File: src/verilog/agu_pkg.sv
// Shared types and constants of the operand address generator.
// Assumes a 16-bit data path and a sixteen-entry working register file.
package agu_pkg;

	// ------------------------------------------------------------------
	// Widths and constants
	// ------------------------------------------------------------------
	localparam int          DATA_W    = 16;    // Data and address width.
	localparam int          NREG      = 16;    // Working registers.
	localparam int          HOLD_W    = 14;    // Hold count literal width.
	localparam logic [15:0] REG_RST   = 16'h0000; // Register reset value.
	localparam logic [3:0]  X_BASE    = 4'h8;  // First X-routed pointer.
	localparam logic [3:0]  Y_BASE    = 4'hA;  // First Y-routed pointer.
	localparam logic [4:0]  MAC_STEP2 = 5'h02; // Dual-source step sizes.
	localparam logic [4:0]  MAC_STEP4 = 5'h04;
	localparam logic [4:0]  MAC_STEP6 = 5'h06;

	// ------------------------------------------------------------------
	// Enumerations
	// ------------------------------------------------------------------
	// Operand addressing modes, one-hot.
	typedef enum logic [7:0] {
		M_FILE = 8'h01, // Address taken from the instruction.
		M_REG  = 8'h02, // Working register is the operand.
		M_IND  = 8'h04, // Pointer value is the address.
		M_POST = 8'h08, // Pointer used, then stepped.
		M_PRE  = 8'h10, // Pointer stepped, then used.
		M_IDX  = 8'h20, // Pointer plus offset register.
		M_LIT  = 8'h40, // Pointer plus instruction literal.
		M_IMPL = 8'h80  // Location implied by the opcode.
	} mode_t;

	// Instruction classes, one-hot.
	typedef enum logic [5:0] {
		C_ORD  = 6'h01, // Ordinary instruction.
		C_MOVE = 6'h02, // Move instruction.
		C_ACC  = 6'h04, // Accumulator class.
		C_MAC  = 6'h08, // Dual-source multiply-accumulate class.
		C_BRA  = 6'h10, // Branch instruction.
		C_HOLD = 6'h20  // Interrupt hold instruction.
	} cls_t;

	// ------------------------------------------------------------------
	// Carriers
	// ------------------------------------------------------------------
	// One operand of an ordinary, move or accumulator instruction.
	typedef struct packed {
		mode_t             mode;
		logic [3:0]        ptr;
		logic signed [4:0] amt;
	} opnd_t;

	// One side of a dual-source instruction.
	typedef struct packed {
		logic              en;
		logic              sel_b; // Second pointer of the pair.
		mode_t             mode;
		logic signed [4:0] amt;
	} mac_opnd_t;

	// Decoded instruction request.
	typedef struct packed {
		logic        valid;
		cls_t        cls;
		opnd_t       src;
		opnd_t       dst;
		mac_opnd_t   mx;
		mac_opnd_t   my;
		logic [3:0]  off_sel; // Shared offset register field.
		logic [15:0] lit;
		logic [15:0] wdata;
	} req_t;

	// Memory access request.
	typedef struct packed {
		logic        en;
		logic [15:0] ea;
	} mem_t;

	// Circular buffer configuration.
	typedef struct packed {
		logic        en;
		logic [3:0]  ptr;
		logic [15:0] start;
		logic [15:0] last;
	} mod_cfg_t;

	// Result of one operand address calculation.
	typedef struct packed {
		logic        mem;
		logic        upd;
		logic [15:0] ea;
		logic [15:0] newp;
	} calc_t;

endpackage

File: src/verilog/modulo_wrap.sv
// Circular buffer wrap of an updated pointer value.
// Assumes start <= last; last is the final byte of the buffer.
module modulo_wrap (
	input  wire logic        en_i,
	input  wire logic [15:0] val_i,
	input  wire logic [15:0] start_i,
	input  wire logic [15:0] last_i,
	output logic      [15:0] val_o
);

	// ------------------------------------------------------------------
	// Wrap logic
	// ------------------------------------------------------------------
	logic [15:0] len; // Buffer length in bytes.

	// A step past either end folds back by one buffer length.
	always_comb begin
		len = 16'(last_i - start_i + 16'h0001);
		if (en_i && val_i > last_i) begin
			val_o = 16'(val_i - len);
		end else if (en_i && val_i < start_i) begin
			val_o = 16'(val_i + len);
		end else begin
			val_o = val_i;
		end
	end

endmodule

File: src/verilog/operand_address_generation.sv
// Operand address generator with its working register file.
// Assumes a decoder presents one request per enabled cycle.
//
// Overview of operation
// - File direct takes address from instruction.
// - Register direct uses the register, no memory.
// - Plain indirect uses pointer value unchanged.
// - Post-modify uses pointer, then steps it.
// - Pre-modify steps pointer, then uses it.
// - Indexed uses pointer plus offset register.
// - Literal offset uses pointer plus literal.
// - Only move, accumulator and dual-source accept indexed mode.
// - Move source and destination modes are independent.
// - Move operands share one offset register field.
// - First pair to X, second pair to Y.
// - Dual-source indexed only on second pointers.
// - Dual-source: indirect, indexed, step 2/4/6.
// - Branch target from 16-bit signed literal.
// - Hold count from 14-bit unsigned literal.
// - Implied operands carry no address field.
// - Hardware circular buffer wraps pointer updates.
module operand_address_generation (
	input  wire logic              CLK_I,
	input  wire logic              RESET_I,
	input  wire logic              CE_I,
	input  wire agu_pkg::req_t     REQ_I,
	input  wire logic [15:0]       PC_I,
	input  wire agu_pkg::mod_cfg_t MOD_CFG_I,
	output agu_pkg::mem_t          SRC_O,
	output agu_pkg::mem_t          DST_O,
	output agu_pkg::mem_t          X_O,
	output agu_pkg::mem_t          Y_O,
	output logic [15:0]            SRC_DATA_O,
	output logic                   DONE_O,
	output logic                   ILLEGAL_O,
	output logic                   IMPLIED_O,
	output logic                   BRANCH_O,
	output logic [15:0]            BRANCH_TARGET_O,
	output logic                   HOLD_O,
	output logic [13:0]            HOLD_COUNT_O
);

	// ------------------------------------------------------------------
	// Operand calculation
	// ------------------------------------------------------------------
	// Forms the address, memory flag and pointer update of one operand.
	function automatic agu_pkg::calc_t calc(
		agu_pkg::mode_t    m,
		logic [15:0]       p,
		logic [15:0]       ofs,
		logic signed [4:0] amt,
		logic [15:0]       lit
	);
		agu_pkg::calc_t r;
		logic [15:0]    sa;
		sa = {{11{amt[4]}}, amt};
		r = '0;
		case (m)
			agu_pkg::M_FILE: begin
				r.mem = 1'b1;
				r.ea  = lit;
			end
			agu_pkg::M_IND: begin
				r.mem = 1'b1;
				r.ea  = p;
			end
			agu_pkg::M_POST: begin
				r.mem  = 1'b1;
				r.ea   = p;
				r.newp = 16'(p + sa);
				r.upd  = 1'b1;
			end
			agu_pkg::M_PRE: begin
				r.mem  = 1'b1;
				r.newp = 16'(p + sa);
				r.ea   = r.newp;
				r.upd  = 1'b1;
			end
			agu_pkg::M_IDX: begin
				r.mem = 1'b1;
				r.ea  = 16'(p + ofs);
			end
			agu_pkg::M_LIT: begin
				r.mem = 1'b1;
				r.ea  = 16'(p + lit);
			end
			default: begin
				// Register direct and implied modes make no access.
				r.mem = 1'b0;
			end
		endcase
		return r;
	endfunction

	// Checks one side of a dual-source request against its mode set.
	function automatic logic mac_ok(agu_pkg::mac_opnd_t s);
		logic [4:0] mag;
		logic       ok;
		mag = s.amt[4] ? 5'(-s.amt) : s.amt;
		case (s.mode)
			agu_pkg::M_IND:  ok = 1'b1;
			agu_pkg::M_IDX:  ok = s.sel_b;
			agu_pkg::M_POST: ok = mag == agu_pkg::MAC_STEP2 ||
				mag == agu_pkg::MAC_STEP4 ||
				mag == agu_pkg::MAC_STEP6;
			default:         ok = 1'b0;
		endcase
		return ok;
	endfunction

	// ------------------------------------------------------------------
	// Declarations
	// ------------------------------------------------------------------
	logic [15:0]       rf_reg  [agu_pkg::NREG]; // Working registers.
	logic [15:0]       rf_next [agu_pkg::NREG]; // Their next values.
	agu_pkg::mode_t    sm      [4];  // Mode of each operand slot.
	logic [3:0]        pi      [4];  // Pointer index of each slot.
	logic signed [4:0] am      [4];  // Step amount of each slot.
	logic [3:0]        act;          // Slot takes part in this request.
	agu_pkg::calc_t    cr      [4];  // Raw result of each slot.
	logic [15:0]       wp      [4];  // Wrapped pointer update.
	logic              go;           // Request accepted this cycle.
	logic              bad;          // Request uses a refused mode.
	logic              legal;        // Accepted and allowed.
	logic              gp;           // Class with general operands.
	logic              mac;          // Dual-source class.
	logic [15:0]       src_amt_x;    // Sign-extended source step.

	// ------------------------------------------------------------------
	// Slot setup
	// ------------------------------------------------------------------
	// Slots 0 and 1 are source and destination, 2 and 3 are X and Y.
	always_comb begin
		gp  = REQ_I.cls == agu_pkg::C_ORD || REQ_I.cls == agu_pkg::C_MOVE
			|| REQ_I.cls == agu_pkg::C_ACC;
		mac = REQ_I.cls == agu_pkg::C_MAC;
		// Source and destination decode from their own fields.
		sm[0] = REQ_I.src.mode;
		pi[0] = REQ_I.src.ptr;
		am[0] = REQ_I.src.amt;
		sm[1] = REQ_I.dst.mode;
		pi[1] = REQ_I.dst.ptr;
		am[1] = REQ_I.dst.amt;
		// The pair select reaches only the prefetch pointers.
		sm[2] = REQ_I.mx.mode;
		pi[2] = agu_pkg::X_BASE | {3'b000, REQ_I.mx.sel_b};
		am[2] = REQ_I.mx.amt;
		sm[3] = REQ_I.my.mode;
		pi[3] = agu_pkg::Y_BASE | {3'b000, REQ_I.my.sel_b};
		am[3] = REQ_I.my.amt;
		act = {mac && REQ_I.my.en, mac && REQ_I.mx.en, gp, gp};
		src_amt_x = {{11{REQ_I.src.amt[4]}}, REQ_I.src.amt};
	end

	// Ordinary instructions refuse indexed mode; dual-source sides
	// refuse anything outside their reduced set.
	always_comb begin
		go  = CE_I && REQ_I.valid;
		bad = (REQ_I.cls == agu_pkg::C_ORD &&
			(REQ_I.src.mode == agu_pkg::M_IDX ||
			REQ_I.dst.mode == agu_pkg::M_IDX)) ||
			(act[2] && !mac_ok(REQ_I.mx)) ||
			(act[3] && !mac_ok(REQ_I.my));
		legal = go && !bad;
	end

	// One calculator and one wrap stage per slot; every slot reads the
	// same offset register field.
	for (genvar g = 0; g < 4; g++) begin : g_slot
		assign cr[g] = calc(sm[g], rf_reg[pi[g]],
			rf_reg[REQ_I.off_sel], am[g], REQ_I.lit);
		modulo_wrap u_wrap (
			.en_i    (MOD_CFG_I.en && MOD_CFG_I.ptr == pi[g]),
			.val_i   (cr[g].newp),
			.start_i (MOD_CFG_I.start),
			.last_i  (MOD_CFG_I.last),
			.val_o   (wp[g])
		);
	end

	// ------------------------------------------------------------------
	// Register file
	// ------------------------------------------------------------------
	// Pointer updates land first, in slot order; a register direct
	// destination write comes last and wins over them.
	always_comb begin
		rf_next = rf_reg;
		for (int k = 0; k < 4; k++) begin
			if (act[k] && cr[k].upd) begin
				rf_next[pi[k]] = wp[k];
			end
		end
		if (act[1] && REQ_I.dst.mode == agu_pkg::M_REG) begin
			rf_next[REQ_I.dst.ptr] = REQ_I.wdata;
		end
	end

	// Registers change only on an allowed request.
	always_ff @(posedge CLK_I or posedge RESET_I) begin
		if (RESET_I) begin
			for (int k = 0; k < agu_pkg::NREG; k++) begin
				rf_reg[k] <= agu_pkg::REG_RST;
			end
		end else if (legal) begin
			rf_reg <= rf_next;
		end
	end

	// ------------------------------------------------------------------
	// Memory requests
	// ------------------------------------------------------------------
	// Address outputs for each slot, one cycle after acceptance.
	always_ff @(posedge CLK_I or posedge RESET_I) begin
		if (RESET_I) begin
			SRC_O <= '0;
			DST_O <= '0;
			X_O   <= '0;
			Y_O   <= '0;
		end else if (CE_I) begin
			SRC_O <= '{legal && act[0] && cr[0].mem, cr[0].ea};
			DST_O <= '{legal && act[1] && cr[1].mem, cr[1].ea};
			X_O   <= '{legal && act[2], cr[2].ea};
			Y_O   <= '{legal && act[3], cr[3].ea};
		end
	end

	// ------------------------------------------------------------------
	// Status and literal decode
	// ------------------------------------------------------------------
	// Request status and register direct source data.
	always_ff @(posedge CLK_I or posedge RESET_I) begin
		if (RESET_I) begin
			DONE_O     <= 1'b0;
			ILLEGAL_O  <= 1'b0;
			IMPLIED_O  <= 1'b0;
			SRC_DATA_O <= agu_pkg::REG_RST;
		end else if (CE_I) begin
			DONE_O    <= go;
			ILLEGAL_O <= go && bad;
			IMPLIED_O <= legal && gp &&
				(sm[0] == agu_pkg::M_IMPL || sm[1] == agu_pkg::M_IMPL);
			if (legal && gp && sm[0] == agu_pkg::M_REG) begin
				SRC_DATA_O <= rf_reg[REQ_I.src.ptr];
			end
		end
	end

	// Branch target and interrupt hold count from the literal field.
	always_ff @(posedge CLK_I or posedge RESET_I) begin
		if (RESET_I) begin
			BRANCH_O        <= 1'b0;
			BRANCH_TARGET_O <= 16'h0000;
			HOLD_O          <= 1'b0;
			HOLD_COUNT_O    <= 14'h0000;
		end else if (CE_I) begin
			BRANCH_O <= go && REQ_I.cls == agu_pkg::C_BRA;
			HOLD_O   <= go && REQ_I.cls == agu_pkg::C_HOLD;
			if (go && REQ_I.cls == agu_pkg::C_BRA) begin
				// The signed literal wraps modulo 2^16 on the add.
				BRANCH_TARGET_O <= 16'(PC_I + REQ_I.lit);
			end
			if (go && REQ_I.cls == agu_pkg::C_HOLD) begin
				HOLD_COUNT_O <= REQ_I.lit[agu_pkg::HOLD_W-1:0];
			end
		end
	end

	logic s_ok; // Source slot allowed with nothing else on its pointer.
	assign s_ok = legal && gp && REQ_I.dst.mode == agu_pkg::M_IMPL;
endmodule

File: config.mk
export PLATFORM = sky130hd
export DESIGN_NAME = operand_address_generation
export DESIGN_NICKNAME = d
export VERILOG_FILES = /design/src/verilog/agu_pkg.sv /design/src/verilog/modulo_wrap.sv /design/src/verilog/operand_address_generation.sv
export SDC_FILE = /design/constraint.sdc
export NUM_CORES = 2
export LEC_CHECK = 0
export BUFFER_PORTS_ARGS = -buffer_cell sky130_fd_sc_hd__buf_2
export CORE_MARGIN = 4
export CORE_UTILIZATION = 47
export CTS_CLUSTER_SIZE = 40
export DETAILED_ROUTE_END_ITERATION = 6
export PLACE_DENSITY = 0.7
export SETUP_SLACK_MARGIN = 0.4
export SYNTH_ARGS = -nofsm -noshare
export SYNTH_HDL_FRONTEND = slang
export SYNTH_SLANG_ARGS = --single-unit
File: constraint.sdc
create_clock -name CLK_I -period 16.53 [get_ports CLK_I]
set_input_delay 3.306 -clock CLK_I [delete_from_list [all_inputs] [get_ports CLK_I]]
set_output_delay 3.306 -clock CLK_I [all_outputs]
set_load 0.005 [all_outputs]
==> impl_metrics.json <==
{
  "status": "finished, violations left",
  "failed_checks": "DRC, capacitance limit, slew limit",
  "wire_per_inst_um": 34.84,
  "cts_tree": "yes",
  "r2r.worst_path.cells": 21,
  "place_area_um2": 48720,
  "p_sw_mw": 1.527,
  "dr.pass1.iters": 7,
  "layout_commonest_cell": "a21oi_1",
  "seq_area_frac_synth": 0.2041,
  "final_cell_area_um2": 50350,
  "largest_register_ffs": 256,
  "r2r_setup_slack_ns": 8.04,
  "synth_edf_count": 0,
  "p_leak_nw": 22.13,
  "grt_pass1_wl_um": 334000,
  "fin_crit_ns": 11.98,
  "synth_top_cell_area_share": 0.2041,
  "cts_max_level": 2,
  "clock_sinks": 375,
  "clockRootBuffer": "clkbuf_16",
  "gp_congestion": 1.090,
  "r2r-start": "rf_reg[65]$_DFFE_PP0P_",
  "routed_wl_um": 237500,
  "critPathCaptureType": "register",
  "start_util": 0.4747,
  "post_cts_resized": 0,
  "yosysTopAreaCell": "dfrtp_1",
  "viasPerCell": 7.532,
  "wl_met3_um": 42370,
  "worstMarginPinSlew_ns": 1.614,
  "drc": 16,
  "io_pins": 282,
  "drive_gt1_frac": 0.1733,
  "yosysWarnings": 0,
  "seqPwrFrac": 0.284,
  "cp-start-kind": "input pin",
  "ant_nets": 0,
  "p_per_area_nw_per_um2": 71.39,
  "ir_drop_mv": 0.07817,
  "hp-class": "register to register",
  "cts_setup_buffers": 0,
  "crit_required_ns": 17.04,
  "drtIter0Drc": 8713,
  "final_cell_mix": "460 x a21oi_1, 434 x nor2_1, 433 x nand2_1",
  "synth_fp_nets": 5967,
  "clock_latency_ns": 0.67,
  "fmax_mhz": 83.50,
  "intPower_mw": 2.067,
  "critical_path_class": "input pin to register",
  "grt_max_degree": 148,
  "highest_layer": "met5",
  "clk_pin_slew_ns": 0.06,
  "cts_made_buffers": 46,
  "wl_met1_um": 79740,
  "antenna_found_initial": 17,
  "maxSlewHeadroom": -0.08569,
  "overflow": 0,
  "final_hold_viol_count": 0,
  "die_h_um": 320.8,
  "hold_ws_ns": 0.4730,
  "clockBufferDepth": 3,
  "die-area_um2": 102900,
  "cp-startpoint": "REQ_I[88]",
  "synth_area_um2": 45970,
  "r2r_end": "rf_reg[103]$_DFFE_PP0P_",
  "critical_path.endpoint": "rf_reg[103]$_DFFE_PP0P_",
  "die_w_um": 320.8,
  "io_buffers": 281,
  "cts_hold_buf": 0,
  "track_usage": 0.4427,
  "fin_tns_setup_ns": 0,
  "finClkSkew_ns": 0.05828,
  "synth_cell_types": 113,
  "rsz0062_at_grt": "false",
  "synthFlopType": "dfrtp_1",
  "avgSynthCellArea_um2": 8.537,
  "vias": 51350,
  "nets": 6070,
  "grt_pass1_vias": 47590,
  "synth_top_cells_by_area": "dfrtp_1 20%, mux4_2 12%, ha_1 11%",
  "switching_share": 0.4249,
  "cp_max_fo": 43,
  "synth_seq_cells": 375,
  "core_um2": 96850,
  "setup-violations-final": 0,
  "crit_arrival_ns": 12.48,
  "hpwl_um": 175000,
  "maxCapViolations": 1,
  "p_clk_frac": 0.306,
  "met2_length_um": 91210,
  "finalCritPeriodShare": 0.7245,
  "comb_power_share": 0.410,
  "fp-row-count": 114,
  "ys_async_sr_fraction": 1.000,
  "postSynthCellCount": 5385,
  "syn_to_final_growth_pct": 9.520,
  "drv_slew": 2
}
Yosys cell counts, types with 88 or more instances:
cell type  number
a21oi_1       461
nor2_1        440
nand2_1       433
ha_1          401
dfrtp_1       375
o21ai_0       345
clkbuf_1      285
mux4_2        240
inv_1         167
a21o_1        144
nand3_1       127
xnor2_1       118
mux2_2        116
o22ai_1       111
nor3_1        109
a211oi_1       88
final cells by class:
class / instances / area (um2)
fill: 9045 / 46500
multi-input combinational: 4484 / 34680
sequential: 375 / 9384
timing repair buffer: 411 / 2407
tap: 1276 / 1597
clock buffer: 62 / 1291
inverter: 170 / 648.1
clock inverter: 21 / 292.8
antenna: 19 / 47.55
metrics by stage:
| step | cells | power, mW | utilization | worst slack [ns] |
|---|---|---|---|---|
| after floorplan | 5385 | 1.865 | - | 2.808 |
| after global placement | 6716 | 2.396 | 0.5030 | 4.506 |
| after detailed placement | 6716 | 2.413 | 0.5030 | 4.274 |
| after CTS | 6799 | 3.494 | 0.5194 | 4.860 |
| after global routing | 6808 | 3.666 | 0.5196 | 4.090 |
| final | 6818 | 3.595 | 0.5199 | 4.554 |
kinds of logic (layout without fill, tap and decap cells):
group	Yosys count	after routing	synth area share
AO/OA/AOI/OAI	1948	1948	0.2868
XOR/XNOR	191	191	0.03639
adder cells (fa/ha/maj)	421	421	0.1175
buffers and inverters	526	664	0.04417
flip-flops	375	375	0.2041
multiplexers	390	390	0.1534
other	0	19	0
AND/OR/NAND/NOR	1534	1534	0.1576
routing by layer:
layer,vias up,global-route usage
met5,-,0.02731
met4,10,0.3387
met3,1282,0.2349
met2,4612,0.6045
met1,24430,0.5171
li1,21020,-
power by group through the flow:
| stage | Combinational (mW) | Clock, mW | Sequential (mW) |
|---|---|---|---|
| finish | 1.47 | 1.10 | 1.02 |
| global route | 1.52 | 1.13 | 1.02 |
| CTS | 1.39 | 1.09 | 1.01 |
| detailed placement | 1.38 | 0 | 1.03 |
| global placement | 1.37 | 0 | 1.03 |
| floorplan | 0.861 | 0 | 1.00 |
worst max-delay path, stage by stage:
cell	delay [ns]
buf_4	0.60
buf_4	0.70
mux4_2	0.58
mux4_2	0.64
ha_1	0.40
o211ai_1	0.24
o211ai_1	0.22
and4_1	0.29
o41a_1	0.40
o21ai_0	0.15
nand2b_1	0.09
xnor2_1	0.76
and2_0	0.49
ha_1	0.21
nand4_1	0.19
a211o_1	0.32
o31a_1	0.32
o211ai_1	0.16
nand2_1	0.51
a31oi_1	0.33
nand3_1	0.76
nor2b_1	0.41
o41ai_1	0.36
worst min path at each step:
stage	start	endpoint	slack [ns]	depth (start not counted)
2_1_floorplan	BRANCH_TARGET_O[10]$_DFFE_PP0P_	BRANCH_TARGET_O[10]$_DFFE_PP0P_	0.47	2
3_3_place_gp	BRANCH_TARGET_O[9]$_DFFE_PP0P_	BRANCH_TARGET_O[9]$_DFFE_PP0P_	0.45	2
3_5_place_dp	HOLD_O$_DFFE_PP0P_	HOLD_O$_DFFE_PP0P_	0.46	1
4_1_cts	HOLD_O$_DFFE_PP0P_	HOLD_O$_DFFE_PP0P_	0.48	1
5_1_grt	HOLD_O$_DFFE_PP0P_	HOLD_O$_DFFE_PP0P_	0.49	1
6_report	HOLD_O$_DFFE_PP0P_	HOLD_O$_DFFE_PP0P_	0.47	1
Note: power is estimated with default switching activity, not from simulation.
